[src/inc/lcu_pkg.sv]
package lcu_pkg;
  // Device register indices on the device's own register port.
  localparam logic [2:0] DEV_SERIAL_MODE = 3'h0;
  localparam logic [2:0] DEV_SERIAL_CONTROL = 3'h1;
  localparam logic [2:0] DEV_SERIAL_STATUS = 3'h2;
  localparam logic [2:0] DEV_EXT_STATUS_CTRL = 3'h3;
  localparam logic [2:0] DEV_EXT_COMM_CTRL = 3'h4;
  localparam logic [2:0] DEV_TX_DATA = 3'h5;
  // Serial mode register fields.
  localparam int SMR_MODE_LO = 6;
  localparam int SMR_SOFT_CLEAR = 2;
  localparam int SMR_SOE = 0;
  // Serial control register fields.
  localparam int SCR_PEN = 7;
  localparam int SCR_PAR = 6;
  localparam int SCR_SBL = 5;
  localparam int SCR_CL = 4;
  localparam int SCR_AD = 3;
  localparam int SCR_RXE = 1;
  localparam int SCR_TXE = 0;
  // Serial status register fields.
  localparam int SSR_TX_BUFFER_EMPTY = 3;
  localparam int SSR_BDS = 2;
  localparam int SSR_TIE = 0;
  // Extended status control register fields.
  localparam int EXTENDED_STATUS_CONTROL_BREAK_IRQ_ENABLE = 7;
  localparam int EXTENDED_STATUS_CONTROL_LBD = 6;
  localparam int EXTENDED_STATUS_CONTROL_LBL_LO = 4;
  localparam int EXTENDED_STATUS_CONTROL_PIN_WRITE_ENABLE = 3;
  localparam int EXTENDED_STATUS_CONTROL_PIN_DIRECT_BIT = 2;
  // Extended communication control register fields.
  localparam int EXTENDED_COMM_CONTROL_LBR = 6;
  // Operating modes in the two-bit mode field.
  localparam logic [1:0] MODE_ASYNC = 2'h0;
  localparam logic [1:0] MODE_MULTI = 2'h1;
  localparam logic [1:0] MODE_SYNC = 2'h2;
  localparam logic [1:0] MODE_LIN = 2'h3;
  // APB register offsets of this controller.
  localparam logic [11:0] APB_CMD = 12'h000;
  localparam logic [11:0] APB_CFG = 12'h004;
  localparam logic [11:0] APB_TXDATA = 12'h008;
  localparam logic [11:0] APB_STATUS = 12'h00C;
  // Configuration register fields.
  localparam int CFG_MODE_LO = 0;
  localparam int CFG_CL = 2;
  localparam int CFG_SBL = 3;
  localparam int CFG_PEN = 4;
  localparam int CFG_PAR = 5;
  localparam int CFG_BDS = 6;
  localparam int CFG_AD = 7;
  localparam int CFG_LBL_LO = 8;
  localparam int CFG_BREAK_IRQ_ENABLE = 10;
  localparam int CFG_PIN_LEVEL = 11;
  localparam int CFG_SOE = 12;
  localparam int CFG_W = 13;
  // Status register fields.
  localparam int ST_BUSY = 0;
  localparam int ST_DONE = 1;
  localparam int ST_REFUSED = 2;
  localparam int ST_BREAK = 3;
  localparam int ST_RDATA_LO = 8;
  typedef enum logic [3:0] {
    CMD_NONE, CMD_CONFIG, CMD_SEND, CMD_BREAK, CMD_PIN_OUT,
    CMD_READ_EXT, CMD_BRK_CLR, CMD_RECOVER, CMD_STOP
  } lcu_cmd_t;
  typedef enum logic [1:0] {STEP_END, STEP_WR, STEP_RD, STEP_RD_CHK} lcu_kind_t;
  typedef struct packed {
    lcu_kind_t kind;
    logic [2:0] addr;
    logic [7:0] data;
  } lcu_step_t;
endpackage

[src/inc/lcu_dev_if.sv]
`timescale 1ns/1ps
interface lcu_dev_if;
  logic req;
  logic we;
  logic [2:0] addr;
  logic [7:0] wdata;
  logic done;
  logic [7:0] rdata;
  modport ctl(output req, output we, output addr, output wdata, input done, input rdata);
  modport port(input req, input we, input addr, input wdata, output done, output rdata);
endinterface

[src/design/lcu_dev_port.sv]
`timescale 1ns/1ps
module lcu_dev_port (
  input wire logic i_clock,
  input wire logic i_rst,
  lcu_dev_if.port bus,
  output logic o_strobe,
  output logic o_write,
  output logic [2:0] o_addr,
  output logic [7:0] o_wdata,
  input wire logic i_ack,
  input wire logic [7:0] i_rdata
);
  typedef enum logic [1:0] {P_IDLE, P_HIGH, P_LOW} lcu_port_t;
  lcu_port_t state_q;
  logic ack_meta_q, ack_s2_q, ack_s3_q, ack_q;
  logic done_q;
  logic [7:0] rdata_q;

  // The acknowledge comes from another chip, so it is resynchronised; a change only counts
  // once the second and third stages agree.
  always_ff @(posedge i_clock or posedge i_rst) begin
    if (i_rst) begin
      ack_meta_q <= 1'b0;
      ack_s2_q <= 1'b0;
      ack_s3_q <= 1'b0;
      ack_q <= 1'b0;
    end else begin
      ack_meta_q <= i_ack;
      ack_s2_q <= ack_meta_q;
      ack_s3_q <= ack_s2_q;
      if (ack_s2_q == ack_s3_q) begin
        ack_q <= ack_s3_q;
      end
    end
  end

  // Four-phase handshake; read data is stable while the acknowledge is high, so it is taken
  // without its own synchroniser.
  always_ff @(posedge i_clock or posedge i_rst) begin
    if (i_rst) begin
      state_q <= P_IDLE;
      o_strobe <= 1'b0;
      o_write <= 1'b0;
      o_addr <= 3'h0;
      o_wdata <= 8'h00;
      done_q <= 1'b0;
      rdata_q <= 8'h00;
    end else begin
      done_q <= 1'b0;
      unique case (state_q)
        P_IDLE: begin
          if (bus.req) begin
            o_strobe <= 1'b1;
            o_write <= bus.we;
            o_addr <= bus.addr;
            o_wdata <= bus.wdata;
            state_q <= P_HIGH;
          end
        end
        P_HIGH: begin
          if (ack_q) begin
            rdata_q <= i_rdata;
            o_strobe <= 1'b0;
            state_q <= P_LOW;
          end
        end
        P_LOW: begin
          if (!ack_q) begin
            done_q <= 1'b1;
            state_q <= P_IDLE;
          end
        end
      endcase
    end
  end
  assign bus.done = done_q;
  assign bus.rdata = rdata_q;
endmodule

[src/design/lcu_host.sv]
// Added by the designer: the APB slave port and the register addresses.
`timescale 1ns/1ps
// Functional notes
// - Direct pin access only while the transmit shift register is empty.
// - Write the direct bit before enabling serial output; it keeps old value.
// - Frame type bit 1 marks an address, 0 marks data.
// - After reset transfers are disabled; set transmit and receive enables first.
// - Change communication mode only while the block is stopped; CMD_PIN_OUT rewrites the mode field without stopping.
// - Soft clear is a separate write after the mode register update; CMD_RECOVER sets it in the same write as the mode field.
// - LIN slave baud rate is set before the first break arrives.
// - Control register writes are whole-byte, type bit set in last write before sending.
// - Soft clear only while the transmit enable bit is 0.
// - A false break is recovered by a soft clear.
module lcu_host
  import lcu_pkg::*;
(
  input wire logic I_CLOCK,
  input wire logic I_RST,
  input wire logic I_PSEL,
  input wire logic I_PENABLE,
  input wire logic I_PWRITE,
  input wire logic [11:0] I_PADDR,
  input wire logic [31:0] I_PWDATA,
  output logic [31:0] O_PRDATA,
  output logic O_PREADY,
  output logic O_PSLVERR,
  output logic O_DEV_STROBE,
  output logic O_DEV_WRITE,
  output logic [2:0] O_DEV_ADDR,
  output logic [7:0] O_DEV_WDATA,
  input wire logic I_DEV_ACK,
  input wire logic [7:0] I_DEV_RDATA
);
  import lcu_pkg::*;

  typedef enum logic [1:0] {S_IDLE, S_ISSUE, S_WAIT} lcu_state_t;
  lcu_dev_if dev();
  lcu_state_t state_q;
  lcu_cmd_t cmd_q;
  lcu_step_t step;
  logic [2:0] idx_q;
  logic [CFG_W-1:0] cfg_q;
  logic [7:0] tx_q, rd_q;
  logic done_q, refused_q, break_q;
  logic req_q, we_q;
  logic [2:0] addr_q;
  logic [7:0] wdata_q;
  logic apb_wr, apb_rd, apb_hit, start, set_done, set_refused;

  // Control register byte; mode 3 pins the frame to 8 bits, no parity, one stop.
  function automatic logic [7:0] scr_byte(logic [CFG_W-1:0] c, logic en, logic ad);
    logic [7:0] b;
    logic lin;
    b = 8'h00;
    lin = (c[CFG_MODE_LO+:2] == MODE_LIN);
    b[SCR_PEN] = c[CFG_PEN] && !lin && (c[CFG_MODE_LO+:2] != MODE_MULTI);
    b[SCR_PAR] = c[CFG_PAR];
    b[SCR_SBL] = c[CFG_SBL] && !lin;
    b[SCR_CL] = c[CFG_CL] || lin;
    b[SCR_AD] = ad;
    b[SCR_RXE] = en;
    b[SCR_TXE] = en;
    return b;
  endfunction

  // Mode register byte with the optional soft clear and output enable.
  function automatic logic [7:0] smr_byte(logic [CFG_W-1:0] c, logic clr, logic serial_output_enable);
    logic [7:0] b;
    b = 8'h00;
    b[SMR_MODE_LO+:2] = c[CFG_MODE_LO+:2];
    b[SMR_SOFT_CLEAR] = clr;
    b[SMR_SOE] = serial_output_enable;
    return b;
  endfunction

  // Status register byte; bit order is forced to LSB first in LIN mode.
  function automatic logic [7:0] ssr_byte(logic [CFG_W-1:0] c, logic tx_irq_enable);
    logic [7:0] b;
    b = 8'h00;
    b[SSR_BDS] = c[CFG_BDS] && (c[CFG_MODE_LO+:2] != MODE_LIN);
    b[SSR_TIE] = tx_irq_enable;
    return b;
  endfunction

  // Extended status byte; writing 1 to the break flag leaves it alone.
  function automatic logic [7:0] extended_status_control_byte(logic [CFG_W-1:0] c, logic pin_write_enable, logic break_detect_flag);
    logic [7:0] b;
    b = 8'h00;
    b[EXTENDED_STATUS_CONTROL_BREAK_IRQ_ENABLE] = c[CFG_BREAK_IRQ_ENABLE];
    b[EXTENDED_STATUS_CONTROL_LBD] = break_detect_flag;
    b[EXTENDED_STATUS_CONTROL_LBL_LO+:2] = c[CFG_LBL_LO+:2];
    b[EXTENDED_STATUS_CONTROL_PIN_WRITE_ENABLE] = pin_write_enable;
    b[EXTENDED_STATUS_CONTROL_PIN_DIRECT_BIT] = c[CFG_PIN_LEVEL];
    return b;
  endfunction

  // Each command is a short list of device accesses, indexed by step.
  function automatic lcu_step_t step_of(lcu_cmd_t c, logic [2:0] i, logic [CFG_W-1:0] g,
                                        logic [7:0] tx);
    lcu_step_t s;
    s = '{STEP_END, DEV_SERIAL_MODE, 8'h00};
    unique case (c)
      CMD_CONFIG: begin
        // Stop first so the mode changes on an idle block, then clear in its own write.
        unique case (i)
          3'h0: s = '{STEP_WR, DEV_SERIAL_CONTROL, scr_byte(g, 1'b0, 1'b0)};
          3'h1: s = '{STEP_WR, DEV_SERIAL_MODE, smr_byte(g, 1'b0, g[CFG_SOE])};
          3'h2: s = '{STEP_WR, DEV_SERIAL_MODE, smr_byte(g, 1'b1, g[CFG_SOE])};
          3'h3: s = '{STEP_WR, DEV_SERIAL_STATUS, ssr_byte(g, 1'b0)};
          3'h4: s = '{STEP_WR, DEV_EXT_STATUS_CTRL, extended_status_control_byte(g, 1'b0, 1'b1)};
          3'h5: s = '{STEP_WR, DEV_SERIAL_CONTROL, scr_byte(g, 1'b1, 1'b0)};
          default: s = '{STEP_END, DEV_SERIAL_MODE, 8'h00};
        endcase
      end
      CMD_SEND: begin
        unique case (i)
          3'h0: s = '{STEP_WR, DEV_SERIAL_CONTROL, scr_byte(g, 1'b1, g[CFG_AD])};
          3'h1: s = '{STEP_WR, DEV_TX_DATA, tx};
          3'h2: s = '{STEP_WR, DEV_SERIAL_STATUS, ssr_byte(g, 1'b1)};
          default: s = '{STEP_END, DEV_SERIAL_MODE, 8'h00};
        endcase
      end
      CMD_BREAK: begin
        if (i == 3'h0) begin
          s = '{STEP_WR, DEV_EXT_COMM_CTRL, 8'h01 << EXTENDED_COMM_CONTROL_LBR};
        end
      end
      CMD_PIN_OUT: begin
        // The shift register must be empty, and the level is set before output is enabled.
        unique case (i)
          3'h0: s = '{STEP_RD_CHK, DEV_SERIAL_STATUS, 8'h00};
          3'h1: s = '{STEP_WR, DEV_EXT_STATUS_CTRL, extended_status_control_byte(g, 1'b1, 1'b1)};
          3'h2: s = '{STEP_WR, DEV_SERIAL_MODE, smr_byte(g, 1'b0, 1'b1)};
          default: s = '{STEP_END, DEV_SERIAL_MODE, 8'h00};
        endcase
      end
      CMD_READ_EXT: begin
        if (i == 3'h0) begin
          s = '{STEP_RD, DEV_EXT_STATUS_CTRL, 8'h00};
        end
      end
      CMD_BRK_CLR: begin
        if (i == 3'h0) begin
          s = '{STEP_WR, DEV_EXT_STATUS_CTRL, extended_status_control_byte(g, 1'b0, 1'b0)};
        end
      end
      CMD_RECOVER: begin
        unique case (i)
          3'h0: s = '{STEP_WR, DEV_SERIAL_CONTROL, scr_byte(g, 1'b0, 1'b0)};
          3'h1: s = '{STEP_WR, DEV_SERIAL_MODE, smr_byte(g, 1'b1, g[CFG_SOE])};
          3'h2: s = '{STEP_WR, DEV_SERIAL_CONTROL, scr_byte(g, 1'b1, 1'b0)};
          default: s = '{STEP_END, DEV_SERIAL_MODE, 8'h00};
        endcase
      end
      CMD_STOP: begin
        if (i == 3'h0) begin
          s = '{STEP_WR, DEV_SERIAL_CONTROL, scr_byte(g, 1'b0, 1'b0)};
        end
      end
      default: s = '{STEP_END, DEV_SERIAL_MODE, 8'h00};
    endcase
    return s;
  endfunction

  // APB decode; every access gets exactly one wait-free access phase.
  assign apb_wr = I_PSEL && I_PENABLE && O_PREADY && I_PWRITE;
  assign apb_rd = I_PSEL && !I_PENABLE && !I_PWRITE;
  assign apb_hit = (I_PADDR == APB_CMD) || (I_PADDR == APB_CFG) ||
                   (I_PADDR == APB_TXDATA) || (I_PADDR == APB_STATUS);
  assign start = apb_wr && (I_PADDR == APB_CMD) && (I_PWDATA[3:0] != CMD_NONE);
  assign step = step_of(cmd_q, idx_q, cfg_q, tx_q);

  // Answer one cycle after setup; unmapped addresses answer with an error.
  always_ff @(posedge I_CLOCK or posedge I_RST) begin
    if (I_RST) begin
      O_PREADY <= 1'b0;
      O_PSLVERR <= 1'b0;
      O_PRDATA <= 32'h0000_0000;
    end else begin
      O_PREADY <= I_PSEL && !I_PENABLE;
      O_PSLVERR <= I_PSEL && !I_PENABLE && !apb_hit;
      if (apb_rd) begin
        unique case (I_PADDR)
          APB_CMD: O_PRDATA <= {28'h0000000, cmd_q};
          APB_CFG: O_PRDATA <= {19'h00000, cfg_q};
          APB_TXDATA: O_PRDATA <= {24'h000000, tx_q};
          APB_STATUS: O_PRDATA <= {16'h0000, rd_q, 4'h0, break_q, refused_q, done_q,
                                   state_q != S_IDLE};
          default: O_PRDATA <= 32'h0000_0000;
        endcase
      end
    end
  end

  // Software-owned settings, held at their power-up values until written.
  always_ff @(posedge I_CLOCK or posedge I_RST) begin
    if (I_RST) begin
      cfg_q <= '0;
      tx_q <= 8'h00;
    end else if (apb_wr && (I_PADDR == APB_CFG)) begin
      cfg_q <= I_PWDATA[CFG_W-1:0];
    end else if (apb_wr && (I_PADDR == APB_TXDATA)) begin
      tx_q <= I_PWDATA[7:0];
    end
  end

  // Command sequencer: one device access per step, each awaited to completion.
  always_ff @(posedge I_CLOCK or posedge I_RST) begin
    if (I_RST) begin
      state_q <= S_IDLE;
      cmd_q <= CMD_NONE;
      idx_q <= 3'h0;
      req_q <= 1'b0;
      we_q <= 1'b0;
      addr_q <= 3'h0;
      wdata_q <= 8'h00;
      rd_q <= 8'h00;
    end else begin
      req_q <= 1'b0;
      unique case (state_q)
        S_IDLE: begin
          if (start && !(I_PWDATA[3:0] == CMD_BREAK && cfg_q[CFG_MODE_LO+:2] != MODE_LIN)) begin
            cmd_q <= lcu_cmd_t'(I_PWDATA[3:0]);
            idx_q <= 3'h0;
            state_q <= S_ISSUE;
          end
        end
        S_ISSUE: begin
          if (step.kind == STEP_END) begin
            state_q <= S_IDLE;
          end else begin
            req_q <= 1'b1;
            we_q <= (step.kind == STEP_WR);
            addr_q <= step.addr;
            wdata_q <= step.data;
            state_q <= S_WAIT;
          end
        end
        S_WAIT: begin
          if (dev.done) begin
            if (!we_q) begin
              rd_q <= dev.rdata;
            end
            idx_q <= idx_q + 3'h1;
            if (step.kind == STEP_RD_CHK && !dev.rdata[SSR_TX_BUFFER_EMPTY]) begin
              state_q <= S_IDLE;
            end else begin
              state_q <= S_ISSUE;
            end
          end
        end
      endcase
    end
  end
  assign dev.req = req_q;
  assign dev.we = we_q;
  assign dev.addr = addr_q;
  assign dev.wdata = wdata_q;

  assign set_done = (state_q == S_ISSUE) && (step.kind == STEP_END);
  assign set_refused = (start && ((state_q != S_IDLE) ||
                        (I_PWDATA[3:0] == CMD_BREAK && cfg_q[CFG_MODE_LO+:2] != MODE_LIN))) ||
                       ((state_q == S_WAIT) && dev.done && (step.kind == STEP_RD_CHK) &&
                        !dev.rdata[SSR_TX_BUFFER_EMPTY]);

  // Sticky done and refused flags; a set in the same cycle as a software clear wins. The break flag follows the last extended status read.
  always_ff @(posedge I_CLOCK or posedge I_RST) begin
    if (I_RST) begin
      done_q <= 1'b0;
      refused_q <= 1'b0;
      break_q <= 1'b0;
    end else begin
      done_q <= set_done || (done_q && !(apb_wr && (I_PADDR == APB_STATUS) &&
                                         I_PWDATA[ST_DONE]));
      refused_q <= set_refused || (refused_q && !(apb_wr && (I_PADDR == APB_STATUS) &&
                                                  I_PWDATA[ST_REFUSED]));
      if ((state_q == S_WAIT) && dev.done && !we_q && (addr_q == DEV_EXT_STATUS_CTRL)) begin
        break_q <= dev.rdata[EXTENDED_STATUS_CONTROL_LBD];
      end
    end
  end

  lcu_dev_port u_port (
    .i_clock(I_CLOCK),
    .i_rst(I_RST),
    .bus(dev.port),
    .o_strobe(O_DEV_STROBE),
    .o_write(O_DEV_WRITE),
    .o_addr(O_DEV_ADDR),
    .o_wdata(O_DEV_WDATA),
    .i_ack(I_DEV_ACK),
    .i_rdata(I_DEV_RDATA)
  );

  // Helper history of the previous device write and the control transmit enable.
  logic [2:0] last_addr_q;
  logic [7:0] last_data_q;
  logic scr_txe_q;
  always_ff @(posedge I_CLOCK or posedge I_RST) begin
    if (I_RST) begin
      last_addr_q <= 3'h7;
      last_data_q <= 8'h00;
      scr_txe_q <= 1'b0;
    end else if (req_q && we_q) begin
      last_addr_q <= addr_q;
      last_data_q <= wdata_q;
      if (addr_q == DEV_SERIAL_CONTROL) begin
        scr_txe_q <= wdata_q[SCR_TXE];
      end
    end
  end
endmodule

[config.mk]
export PLATFORM = sky130hd
export DESIGN_NAME = lcu_host
export DESIGN_NICKNAME = d
export VERILOG_FILES = /design/src/inc/lcu_pkg.sv /design/src/inc/lcu_dev_if.sv /design/src/design/lcu_dev_port.sv /design/src/design/lcu_host.sv
export SDC_FILE = /design/constraint.sdc
export NUM_CORES = 1
export LEC_CHECK = 0
export BUFFER_PORTS_ARGS = -buffer_cell sky130_fd_sc_hd__buf_2
export CAP_MARGIN = 5
export CORE_ASPECT_RATIO = 0.7
export CORE_MARGIN = 4
export CORE_UTILIZATION = 49
export CTS_CLUSTER_SIZE = 16
export DETAILED_ROUTE_END_ITERATION = 12
export PLACE_DENSITY = 0.82
export SLEW_MARGIN = 40
export SYNTH_ARGS = -nofsm -noshare
export SYNTH_HDL_FRONTEND = slang
export SYNTH_SLANG_ARGS = --single-unit
export TNS_END_PERCENT = 10
[constraint.sdc]
create_clock -name I_CLOCK -period 3.9 [get_ports I_CLOCK]
set_input_delay 0.39 -clock I_CLOCK [delete_from_list [all_inputs] [get_ports I_CLOCK]]
set_output_delay 0.39 -clock I_CLOCK [all_outputs]
set_load 0.02 [all_outputs]
==> impl_metrics.env, run 1 <==
export IMPL_cts_made_buffers=9
export IMPL_cts_buffer_depth=2
export IMPL_yosys_top_cells_area="dfrtp_1 (46%), mux2_2 (11%), nand2_1 (3.5%), ha_1 (2.6%), mux2i_1 (2.2%)"
export IMPL_grt_max_degree=77
export IMPL_r2r_start="idx_q[2]"
export IMPL_track_usage_pct=22.07
export IMPL_vias=4129
export IMPL_power_leakage_nw=2.928
export IMPL_worstHoldStart="I_DEV_ACK"
export IMPL_core_area_sq_um=10550
export IMPL_die_h_microns=95.79
export IMPL_synth_top_area_share_pct=46.38
export IMPL_synth_area_sq_um=5395
export IMPL_r2r_cells=7
export IMPL_tns_ns=0
export IMPL_cts_setup_buffers=0
export IMPL_ys_warn_count=0
export IMPL_tightest_slew_ns=0.7655
export IMPL_die_w_microns=133.4
export IMPL_worstPathMaxFanout=19
export IMPL_crit_required_ns=4.14
export IMPL_grt_pass1_wl_microns=21980
export IMPL_rrSetupSlack_ns=0.78
export IMPL_cp_end_kind="flop"
export IMPL_finalHoldViolCount=0
export IMPL_dp_hpwl_microns=10280
export IMPL_r2r_end="addr_q[0]"
export IMPL_timing_worst_setup_path_type="flop to flop"
export IMPL_dp_slack_ns=0.8332
export IMPL_synth_seq_cells=100
export IMPL_ios=105
export IMPL_min_delay_worst_endpoint="u_port.ack_meta_q"
export IMPL_htreeDepth=3
export IMPL_syn_inst=489
export IMPL_setup_viol=0
export IMPL_status="finished clean"
export IMPL_grt_overflow=0
export IMPL_dr_pass1_iters=5
export IMPL_pwr_share_comb_pct=14.2
export IMPL_drc_errors=0
export IMPL_fmax_mhz=321.0
export IMPL_yosysTopAreaCell="dfrtp_1"
export IMPL_cp_data_arrival_time_ns=3.35
export IMPL_cts_hold_fix_buffers=0
export IMPL_hp_class="input port to flop"
export IMPL_synth_flop_cell="dfrtp_1"
export IMPL_io_buffers=69
export IMPL_avgSynthCellArea_sq_um=11.03
export IMPL_sequentialPowerShare_pct=48.8
export IMPL_p_switching_mw=0.6812
export IMPL_period_minus_slack_ns=3.115
export IMPL_dp_cells=685
export IMPL_syn2layout_area_growth_pct=12.78
export IMPL_clk_pin_slew_worst_paths_ns=0.07
export IMPL_clock_sinks=100
export IMPL_cts_resized_gates=0
export IMPL_floorplan_initialDensity_pct=51.14
export IMPL_diodes=0
export IMPL_worstSetupStartpointType="flop"
export IMPL_grt_antenna_before_repair=0
export IMPL_cap_violations=0
export IMPL_internal_power_mw=1.696
export IMPL_slew_headroom_pct=48.49
export IMPL_rsz0062_at_grt="no"
export IMPL_synthArstFlopShare_pct=100.0
export IMPL_ys_top_cells_by_count="dfrtp_1 (100), mux2_2 (54), nand2_1 (51), o21ai_0 (22), inv_1 (20)"
export IMPL_finalInstanceArea_sq_um=6085
export IMPL_drive_above_1_share_pct=31.65
export IMPL_dr_first_iter_drc_count=397
export IMPL_via_per_inst=5.890
export IMPL_yosysMostFrequentCell="dfrtp_1"
export IMPL_gp_congestion=0.9807
export IMPL_vdd_drop_max_mv=0.2144
export IMPL_ant_nets=0
export IMPL_num_nets_final=617
export IMPL_row_count=31
export IMPL_ys_types=75
export IMPL_total_power_mw=2.378
export IMPL_layoutNonFillerInstCount=701
export IMPL_slew_viol_final=0
export IMPL_p_sw_share_pct=28.65
export IMPL_die_area_sq_um=12780
export IMPL_worstSkewPairLatency_ns=0.35
export IMPL_worst_slack_ns=0.7846
export IMPL_place_area_sq_um=5791
export IMPL_skew_ns=0.009616
export IMPL_hold_path_depth=1
export IMPL_seq_area_frac_synth_pct=46.38
export IMPL_synth_edf_count=0
export IMPL_timing_final_crit_share_pct=79.88
export IMPL_cts_tree="done"
export IMPL_clock_power_share_pct=37.0
export IMPL_power_density_nw_per_um2=390.7
export IMPL_cts_root_buf="clkbuf_16"
export IMPL_wl_per_cell_microns=19.37
export IMPL_grt_pass1_vias=3993
export IMPL_drt_wl_total_microns=13580
cells in the final DEF (no fill, tap or decap), drive strengths merged, types with 3 or more instances in the layout:
cell type / netlist / layout
o32a: 4 / 4
nor3: 6 / 6
o21bai: 3 / 3
a21o: 4 / 4
o31ai: 6 / 6
inv: 20 / 23
a21oi: 15 / 15
nand2b: 9 / 9
buf: 24 / 75
mux4: 4 / 4
clkinv: 0 / 3
mux2: 60 / 60
nand2: 51 / 51
a22oi: 8 / 8
o21ai: 23 / 23
dfrtp: 100 / 100
a2bb2oi: 4 / 4
nor4: 5 / 5
o211ai: 4 / 4
and3: 3 / 3
clkbuf: 17 / 9
a211o: 3 / 3
nor2b: 5 / 5
nor4b: 3 / 3
nand4: 4 / 4
nor2: 18 / 18
o22ai: 6 / 6
ha: 11 / 11
o221ai: 3 / 3
nand3: 16 / 16
conb: 1 / 16
mux2i: 12 / 12
a22o: 3 / 3
final cells by class:
cell class	instances	area, sq um
Timing Repair Buffer	75	394.1
Fill cell	905	4466
Tap cell	148	185.2
Clock inverter	7	68.82
Sequential cell	100	2502
Clock buffer	9	225.2
Multi-Input combinational cell	342	2629
Inverter	20	80.08
kinds of logic after synthesis:
| family | count (synthesis) | share of synthesized area, % |
|---|---|---|
| simple gates | 138 | 14.45 |
| flops | 100 | 46.38 |
| compound gates | 99 | 13.38 |
| mux | 76 | 16.84 |
| buf+inv | 62 | 5.983 |
| fa+ha+maj | 12 | 2.737 |
| other cells | 1 | 0.06951 |
| xor+xnor | 1 | 0.1624 |
worst max path at each step:
stage	start	to	slack, ns	cells past startpoint
after floorplan	I_RST	O_PRDATA[0]	0.89	1
after CTS	idx_q[2]	addr_q[0]	0.82	7
after detailed placement	idx_q[2]	addr_q[0]	0.83	7
final	idx_q[2]	addr_q[0]	0.78	7
after global routing	idx_q[2]	addr_q[0]	0.63	7
after global placement	idx_q[2]	addr_q[0]	0.92	7
flip-flops by register name, indices dropped and copies added, names as in the netlist, 4 cells and up:
register	flops
rd_q	8
u_port.bus.rdata	8
O_PRDATA	16
u_port.o_wdata	8
tx_q	8
cmd_q	4
cfg_q	13
dev.wdata	8
metrics by stage:
step / hold slack (ns) / utilization (%)
3_5_place_dp: 0.3450 / 54.89
6_report: 0.1449 / 57.67
3_3_place_gp: 0.3369 / 54.73
2_1_floorplan: 0.3312 / -
5_1_grt: 0.1355 / 57.67
4_1_cts: 0.1410 / 57.67
power groups by stage:
stage	Sequential, mW	Clock, mW	Combinational [mW]
final	1.16	0.881	0.336
after global routing	1.17	0.937	0.371
after CTS	1.16	0.893	0.340
after detailed placement	1.18	0	0.336
after global placement	1.17	0	0.315
after floorplan	1.16	0	0.259
per-layer routing:
metal | track usage [%] | up-vias | routed length (microns)
met3 | 6.688 | 14 | 1291
met5 | 0 | - | 0
li1 | - | 1868 | -
met1 | 31.80 | 2085 | 6170
met2 | 33.36 | 162 | 5997
met4 | 4.366 | 0 | 115
worst max-delay path, stage by stage, from the launching register on:
cell and delay (ns):
dfrtp_1 0.77, inv_1 0.21, ha_1 0.27, nor3_1 0.30, a21oi_2 0.16, a21o_1 0.23
o31ai_4 0.65, mux2_2 0.41
Note: power is estimated with default switching activity, not from simulation.
==> run 2: changes to the inputs <==
--- a/config.mk
+++ b/config.mk
@@ -5,6 +5,7 @@
 export SDC_FILE = /design/constraint.sdc
 export NUM_CORES = 1
 export LEC_CHECK = 0
+export ABC_AREA = 1
 export BUFFER_PORTS_ARGS = -buffer_cell sky130_fd_sc_hd__buf_2
 export CAP_MARGIN = 5
 export CORE_ASPECT_RATIO = 0.7
@@ -12,7 +13,7 @@
 export CORE_UTILIZATION = 49
 export CTS_CLUSTER_SIZE = 16
 export DETAILED_ROUTE_END_ITERATION = 12
-export PLACE_DENSITY = 0.82
+export PLACE_DENSITY = 0.85
 export SLEW_MARGIN = 40
 export SYNTH_ARGS = -nofsm -noshare
 export SYNTH_HDL_FRONTEND = slang
==> constraint.sdc (replaced) <==
create_clock -name I_CLOCK -period 2.54 [get_ports I_CLOCK]
set_input_delay 0.254 -clock I_CLOCK [delete_from_list [all_inputs] [get_ports I_CLOCK]]
set_output_delay 0.254 -clock I_CLOCK [all_outputs]
set_load 0.02 [all_outputs]
==> run 2 against run 1 <==
Effect of this change:
- non-clock buffer count up 1
- clock power grew 77%
- critical path depth up 6
- count of clock-buffer cells in the layout did not move
- hold slack worse by 0.10 ns
- final area is 2.5% lower
- total power is 58% higher
- maximum frequency grew 44%
- setup slack worse by 0.41 ns
- sequential power rose by 49%
==> impl_metrics.env, run 2 <==
export IMPL_ys_types=34
export IMPL_r2r_cells=13
export IMPL_synthArstFlopShare_pct=100.0
export IMPL_diodes=0
export IMPL_power_density_nw_per_um2=633.7
export IMPL_hp_class="input port to async pin"
export IMPL_clk_pin_slew_worst_paths_ns=0.07
export IMPL_status="finished clean"
export IMPL_drc_errors=0
export IMPL_synth_top_family_by_area="simple AND/OR/NAND/NOR gates"
export IMPL_setup_viol=0
export IMPL_fin_hold_ws_ns=0.04410
export IMPL_synth_top_area_share_pct=48.48
export IMPL_r2r_start="idx_q[0]"
export IMPL_synth_seq_cells=100
export IMPL_grt_pass1_vias=4309
export IMPL_finish_utilization_pct=57.49
export IMPL_via_per_inst=5.315
export IMPL_synth_xor_area_share_pct=0
export IMPL_synthAdderAreaFrac_pct=2.861
export IMPL_cts_made_buffers=9
export IMPL_top_register="O_PRDATA"
export IMPL_yosys_mux_area_fraction_pct=3.055
export IMPL_cp_cell_sequence="inv_1 > ha_1 > inv_2 > nor2_2 > buf_4 > nand2_1 > nand3_1 > nor2_1 > nand2_2 > nand2_4 > nand2_4 > nand2_1 > nand2_1"
export IMPL_ys_warn_count=0
export IMPL_io_buffers=69
export IMPL_row_count=31
export IMPL_syn_inst=642
export IMPL_largest_reg_flops=16
export IMPL_period_minus_slack_ns=2.168
export IMPL_skew_ns=0.008117
export IMPL_yosys_top_cells_area="dfrtp_1 (48%), nand2_1 (15%), o21ai_0 (6.6%), inv_1 (4.4%), nand3_1 (3.8%)"
export IMPL_fmax_mhz=461.1
export IMPL_cts_root_buf="clkbuf_16"
export IMPL_grt_busiest_layer="met1"
export IMPL_vias=4518
export IMPL_layout_commonest_cell="nand2_1"
export IMPL_ant_nets=0
export IMPL_cp_data_arrival_time_ns=2.46
export IMPL_syn2layout_area_growth_pct=14.93
export IMPL_dr_pass1_iters=7
export IMPL_ys_top_cells_by_count="nand2_1 (205), dfrtp_1 (100), o21ai_0 (68), inv_1 (60), nor2_1 (44)"
export IMPL_seq_area_frac_synth_pct=48.48
export IMPL_worstSkewPairLatency_ns=0.35
export IMPL_cpLargestDelayFamily="simple AND/OR/NAND/NOR gates"
export IMPL_drt_wl_total_microns=13300
export IMPL_synthSimpleGateAreaFrac_pct=26.04
export IMPL_synth_area_sq_um=5161
export IMPL_grtUsageMet1_pct=34.27
export IMPL_tns_ns=0
export IMPL_tightest_slew_ns=0.5745
export IMPL_rsz0062_at_grt="no"
export IMPL_crit_top_cell="nand2_1"
export IMPL_timing_final_crit_share_pct=85.37
export IMPL_synth_edf_count=0
export IMPL_biggestRegsByFlops="O_PRDATA (16), cfg_q (13)"
export IMPL_cts_resized_gates=0
export IMPL_yosysTopAreaCell="dfrtp_1"
export IMPL_clock_sinks=100
export IMPL_drive_above_1_share_pct=17.13
export IMPL_place_area_sq_um=5582
export IMPL_finalInstanceArea_sq_um=5932
export IMPL_vdd_drop_max_mv=0.4831
export IMPL_met3_usage_pct=7.898
export IMPL_slew_viol_final=0
export IMPL_track_usage_pct=22.80
export IMPL_gp_congestion=0.9844
export IMPL_cap_violations=0
export IMPL_mostFrequentLayoutCells="nand2_1 (205), dfrtp_1 (100), buf_2 (69), o21ai_0 (68), inv_1 (59)"
export IMPL_slowest_stage="dfrtp_1"
export IMPL_yosysMostFrequentCell="nand2_1"
export IMPL_htreeDepth=3
export IMPL_worstPathMaxFanout=13
export IMPL_max_stage_delay_ns=0.42
export IMPL_cp_end_kind="flop"
export IMPL_crit_required_ns=2.83
export IMPL_multi_input_area_sq_um=2268
export IMPL_worstSetupStartpointType="flop"
export IMPL_fill_cells=931
export IMPL_dr_first_iter_drc_count=468
export IMPL_r2r_end="state_q[1]"
export IMPL_synth_flop_cell="dfrtp_1"
export IMPL_finalHoldViolCount=0
export IMPL_slew_headroom_pct=61.66
export IMPL_dp_hpwl_microns=9866
export IMPL_grt_pass1_wl_microns=21560
export IMPL_grt_util_met2_pct=32.00
export IMPL_rrSetupSlack_ns=0.37
export IMPL_cts_tree="done"
export IMPL_ios=105
export IMPL_synth_compound_area_share_pct=10.84
export IMPL_die_w_microns=130.7
export IMPL_die_area_sq_um=12260
export IMPL_seq_area_sq_um=2502
export IMPL_timing_worst_setup_path_type="flop to flop"
export IMPL_critPathBufInv=3
export IMPL_die_h_microns=93.87
export IMPL_grt_overflow=0
export IMPL_power_leakage_nw=3.182
export IMPL_cts_buffer_depth=2
export IMPL_num_nets_final=782
export IMPL_avgSynthCellArea_sq_um=8.039
export IMPL_wl_per_cell_microns=15.64
export IMPL_floorplan_initialDensity_pct=50.02
export IMPL_grt_antenna_before_repair=0
export IMPL_core_area_sq_um=10320
export IMPL_grt_max_degree=101
[run 2: cell count changes after synthesis, moves of 7 or more]
cell,delta
nand2_1,+154
o21ai_0,+46
inv_1,+40
mux2_2,-40
nor2_1,+26
nand3_1,+24
mux2i_1,-12
clkbuf_1,-9
nand2b_1,-9
a22oi_1,-8
a21oi_1,+7
[run 2: area by class of cell]
class | instances | area share (%)
clock buffer | 9 | 3.797
clock inverter | 7 | 1.941
inverter | 63 | 4.092
multi-input combinational | 463 | 38.24
sequential | 100 | 42.19
tap | 132 | 2.784
timing repair buffer | 76 | 6.961
[run 2: worst max-delay path by stage]
stage                         from            to  slack [ns]  depth (start not counted)
after detailed placement  idx_q[0]  dev.wdata[5]        0.43                         13
after global routing      idx_q[0]  dev.wdata[5]        0.17                         13
final                     idx_q[0]    state_q[1]        0.37                         13
after CTS                 idx_q[0]    state_q[1]        0.38                         13
after floorplan           idx_q[0]  dev.wdata[1]        0.79                         14
after global placement    idx_q[0]     addr_q[0]        0.47                         13
[run 2: where the power goes]
part           leakage, nW  internal, mW  total (mW)  switching [mW]
clock network        0.163         0.890        1.56           0.671
registers             1.34          1.69        1.73          0.0413
logic                 1.68         0.147       0.471           0.324
total                 3.18          2.72        3.76            1.04
[run 2: repair_timing]
action                    4_1_cts  5_1_grt
hold buffers                    1        0
setup buffers                   0        0
hold endpoints to repair        1        0
[run 2: worst reg2reg max path: cells and delay by family (launching register included)]
kind | cells | cell delay (ns)
adder cells (fa/ha/maj) | 1 | 0.27
buffers and inverters | 3 | 0.40
flip-flops | 1 | 0.42
AND/OR/NAND/NOR | 9 | 1.02
[run 2: metrics by stage]
| stage | power, mW | setup WS, ns | std cells |
|---|---|---|---|
| 2_1_floorplan | 2.105 | 0.7864 | 657 |
| 3_3_place_gp | 2.195 | 0.4713 | 833 |
| 3_5_place_dp | 2.228 | 0.4301 | 833 |
| 4_1_cts | 3.792 | 0.3834 | 850 |
| 5_1_grt | 3.928 | 0.1686 | 850 |
| 6_report | 3.759 | 0.3715 | 850 |
[run 2: metal layers]
layer | part of all wire (%) | wire [microns]
met3 | 9.6 | 1274
met1 | 47 | 6242
met5 | 0 | 0
met4 | 1.2 | 157
met2 | 42 | 5622
[run 2: cells by family (layout without fill, tap and decap cells)]
| logic type | Yosys count | count (layout) |
|---|---|---|
| AOI/OAI and AO/OA | 105 | 105 |
| adders and majority gates | 12 | 12 |
| buffers and inverters | 94 | 155 |
| DFF | 100 | 100 |
| muxes | 14 | 14 |
| other | 1 | 16 |
| and+or+nand+nor | 316 | 316 |
==> run 3: changes to the inputs <==
--- a/config.mk
+++ b/config.mk
@@ -9,7 +9,7 @@
 export BUFFER_PORTS_ARGS = -buffer_cell sky130_fd_sc_hd__buf_2
 export CAP_MARGIN = 5
 export CORE_ASPECT_RATIO = 0.7
-export CORE_MARGIN = 4
+export CORE_MARGIN = 3
 export CORE_UTILIZATION = 49
 export CTS_CLUSTER_SIZE = 16
 export DETAILED_ROUTE_END_ITERATION = 12
==> run 3 against run 2 <==
Effect of this change:
- the flow now finishes with violations (negative hold slack)
- sequential share of layout area increased by 0.22 points
- via count increased by 0.69%
- count of clock-buffer cells in the layout unchanged
- hold slack got worse by 0.051 ns
- final area decreased by 0.53%
- combinational power increased by 2%
- final cell count decreased by 0.47%
- non-clock buffer count unchanged
- setup slack got worse by 0.033 ns
- total power decreased by 3.9%
- clock power decreased by 10%
- die area decreased by 3.6%
==> impl_metrics.env, run 3 (synthesized netlist as in run 2, its figures left out) <==
export IMPL_status="complete, but fails checks"
export IMPL_violations="negative hold slack"
export IMPL_slew_headroom_pct=59.68
export IMPL_dp_slack_ns=0.3635
export IMPL_layoutNonFillerInstCount=846
export IMPL_worstSetupStartpointType="flop"
export IMPL_io_buffers=69
export IMPL_dp_cells=830
export IMPL_cts_setup_buffers=0
export IMPL_layout_commonest_cell="nand2_1"
export IMPL_slew_viol_final=0
export IMPL_vias=4549
export IMPL_biggestRegsByFlops="O_PRDATA (16), cfg_q (13)"
export IMPL_syn2layout_area_growth_pct=14.33
export IMPL_crit_required_ns=2.82
export IMPL_htreeDepth=3
export IMPL_gp_congestion=0.9477
export IMPL_die_h_microns=91.87
export IMPL_worstPathMaxFanout=13
export IMPL_cp_cell_sequence="inv_1 > ha_1 > inv_2 > nor2_2 > nand3_1 > nand3_1 > nor2_1 > nand2_2 > nand2_4 > nand2_4 > nand2_1 > nand2_1"
export IMPL_cts_buffer_depth=2
export IMPL_die_w_microns=128.7
export IMPL_worst_slack_ns=0.3381
export IMPL_via_per_inst=5.377
export IMPL_grt_pass1_vias=4369
export IMPL_top_register="O_PRDATA"
export IMPL_clock_sinks=100
export IMPL_grt_overflow=0
export IMPL_drc_errors=0
export IMPL_dr_first_iter_drc_count=347
export IMPL_row_count=30
export IMPL_clk_pin_slew_worst_paths_ns=0.07
export IMPL_setup_viol=0
export IMPL_die_area_sq_um=11820
export IMPL_rrSetupSlack_ns=0.34
export IMPL_cts_resized_gates=0
export IMPL_cp_end_kind="flop"
export IMPL_worstSkewPairLatency_ns=0.35
export IMPL_num_nets_final=782
export IMPL_rsz0062_at_grt="no"
export IMPL_period_minus_slack_ns=2.202
export IMPL_tightest_slew_ns=0.6048
export IMPL_vdd_drop_max_mv=0.4025
export IMPL_fin_hold_ws_ns=-0.006405
export IMPL_ios=105
export IMPL_power_density_nw_per_um2=612.3
export IMPL_dr_pass1_iters=7
export IMPL_cts_root_buf="clkbuf_16"
export IMPL_wl_per_cell_microns=16.28
export IMPL_cts_tree="done"
export IMPL_track_usage_pct=24.24
export IMPL_cap_violations=0
export IMPL_cp_data_arrival_time_ns=2.48
export IMPL_grt_max_degree=101
export IMPL_timing_final_crit_share_pct=86.69
export IMPL_place_area_sq_um=5584
export IMPL_skew_ns=0.01200
export IMPL_slowest_stage="dfrtp_1"
export IMPL_dp_hpwl_microns=10540
export IMPL_finalHoldViolCount=2
export IMPL_core_area_sq_um=9985
export IMPL_diodes=0
export IMPL_finalInstanceArea_sq_um=5901
export IMPL_mostFrequentLayoutCells="nand2_1 (205), dfrtp_1 (100), buf_2 (69), o21ai_0 (68), inv_1 (59)"
export IMPL_max_stage_delay_ns=0.43
export IMPL_floorplan_initialDensity_pct=51.69
export IMPL_drt_wl_total_microns=13780
export IMPL_tns_ns=0
export IMPL_cts_hold_fix_buffers=0
export IMPL_grt_pass1_wl_microns=22540
export IMPL_cts_made_buffers=9
export IMPL_ant_nets=0
export IMPL_drive_above_1_share_pct=17.27
export IMPL_grt_antenna_before_repair=0
export IMPL_total_power_mw=3.613
export IMPL_largest_reg_flops=16
export IMPL_power_leakage_nw=3.171
export IMPL_timing_worst_setup_path_type="flop to flop"
export IMPL_hp_class="input port to async pin"
export IMPL_fmax_mhz=454.2
run 3: final timing paths:
| kind | start | end | cells past startpoint |
|---|---|---|---|
| worst min-delay path | I_RST | cfg_q[12] | 3 |
| worst max register to register | idx_q[0] | addr_q[1] | 12 |
| worst min register to register | u_port.ack_meta_q | u_port.ack_s2_q | 0 |
| worst max-delay path | idx_q[0] | addr_q[1] | 12 |
| max in group asynchronous | I_RST | dev.wdata[2] | 3 |
| min in group I_CLOCK | I_DEV_ACK | u_port.ack_meta_q | 1 |
run 3: layout make-up:
class                   count  area (sq um)
inverters                  63         242.7
fillers                   861          4084
clock buffers               9         225.2
multi-input cells         463          2268
well taps                 128         160.2
clock inverters             7         91.34
repair buffers             76         410.4
flip-flops and latches    100          2502
run 3: critical path, delay by kind of cell (launching register included):
kind          cells  cell delay, ns
fa+ha+maj         1            0.30
buf+inv           2            0.19
flops             1            0.43
simple gates      9            1.22
run 3: where the power goes:
group	leakage (nW)	total [mW]	switching, mW	internal, mW
combinational	1.68	0.480	0.333	0.148
clock	0.152	1.40	0.690	0.712
sequential	1.34	1.73	0.0448	1.69
total	3.17	3.61	1.07	2.55
run 3: per-layer routing:
layer	track usage, %	wire [microns]	vias up
met5	0	0	-
met3	6.345	1239	16
met1	36.69	6464	2170
li1	-	-	2183
met2	35.00	5932	180
met4	5.070	139	0
run 3: through the flow:
| stage | hold WS [ns] | utilization [%] |
|---|---|---|
| 2_1_floorplan | 0.2854 | - |
| 3_3_place_gp | 0.3336 | 55.93 |
| 3_5_place_dp | 0.3401 | 55.93 |
| 4_1_cts | 0.001033 | 59.10 |
| 5_1_grt | 0.003315 | 59.10 |
| 6_report | -0.006405 | 59.10 |
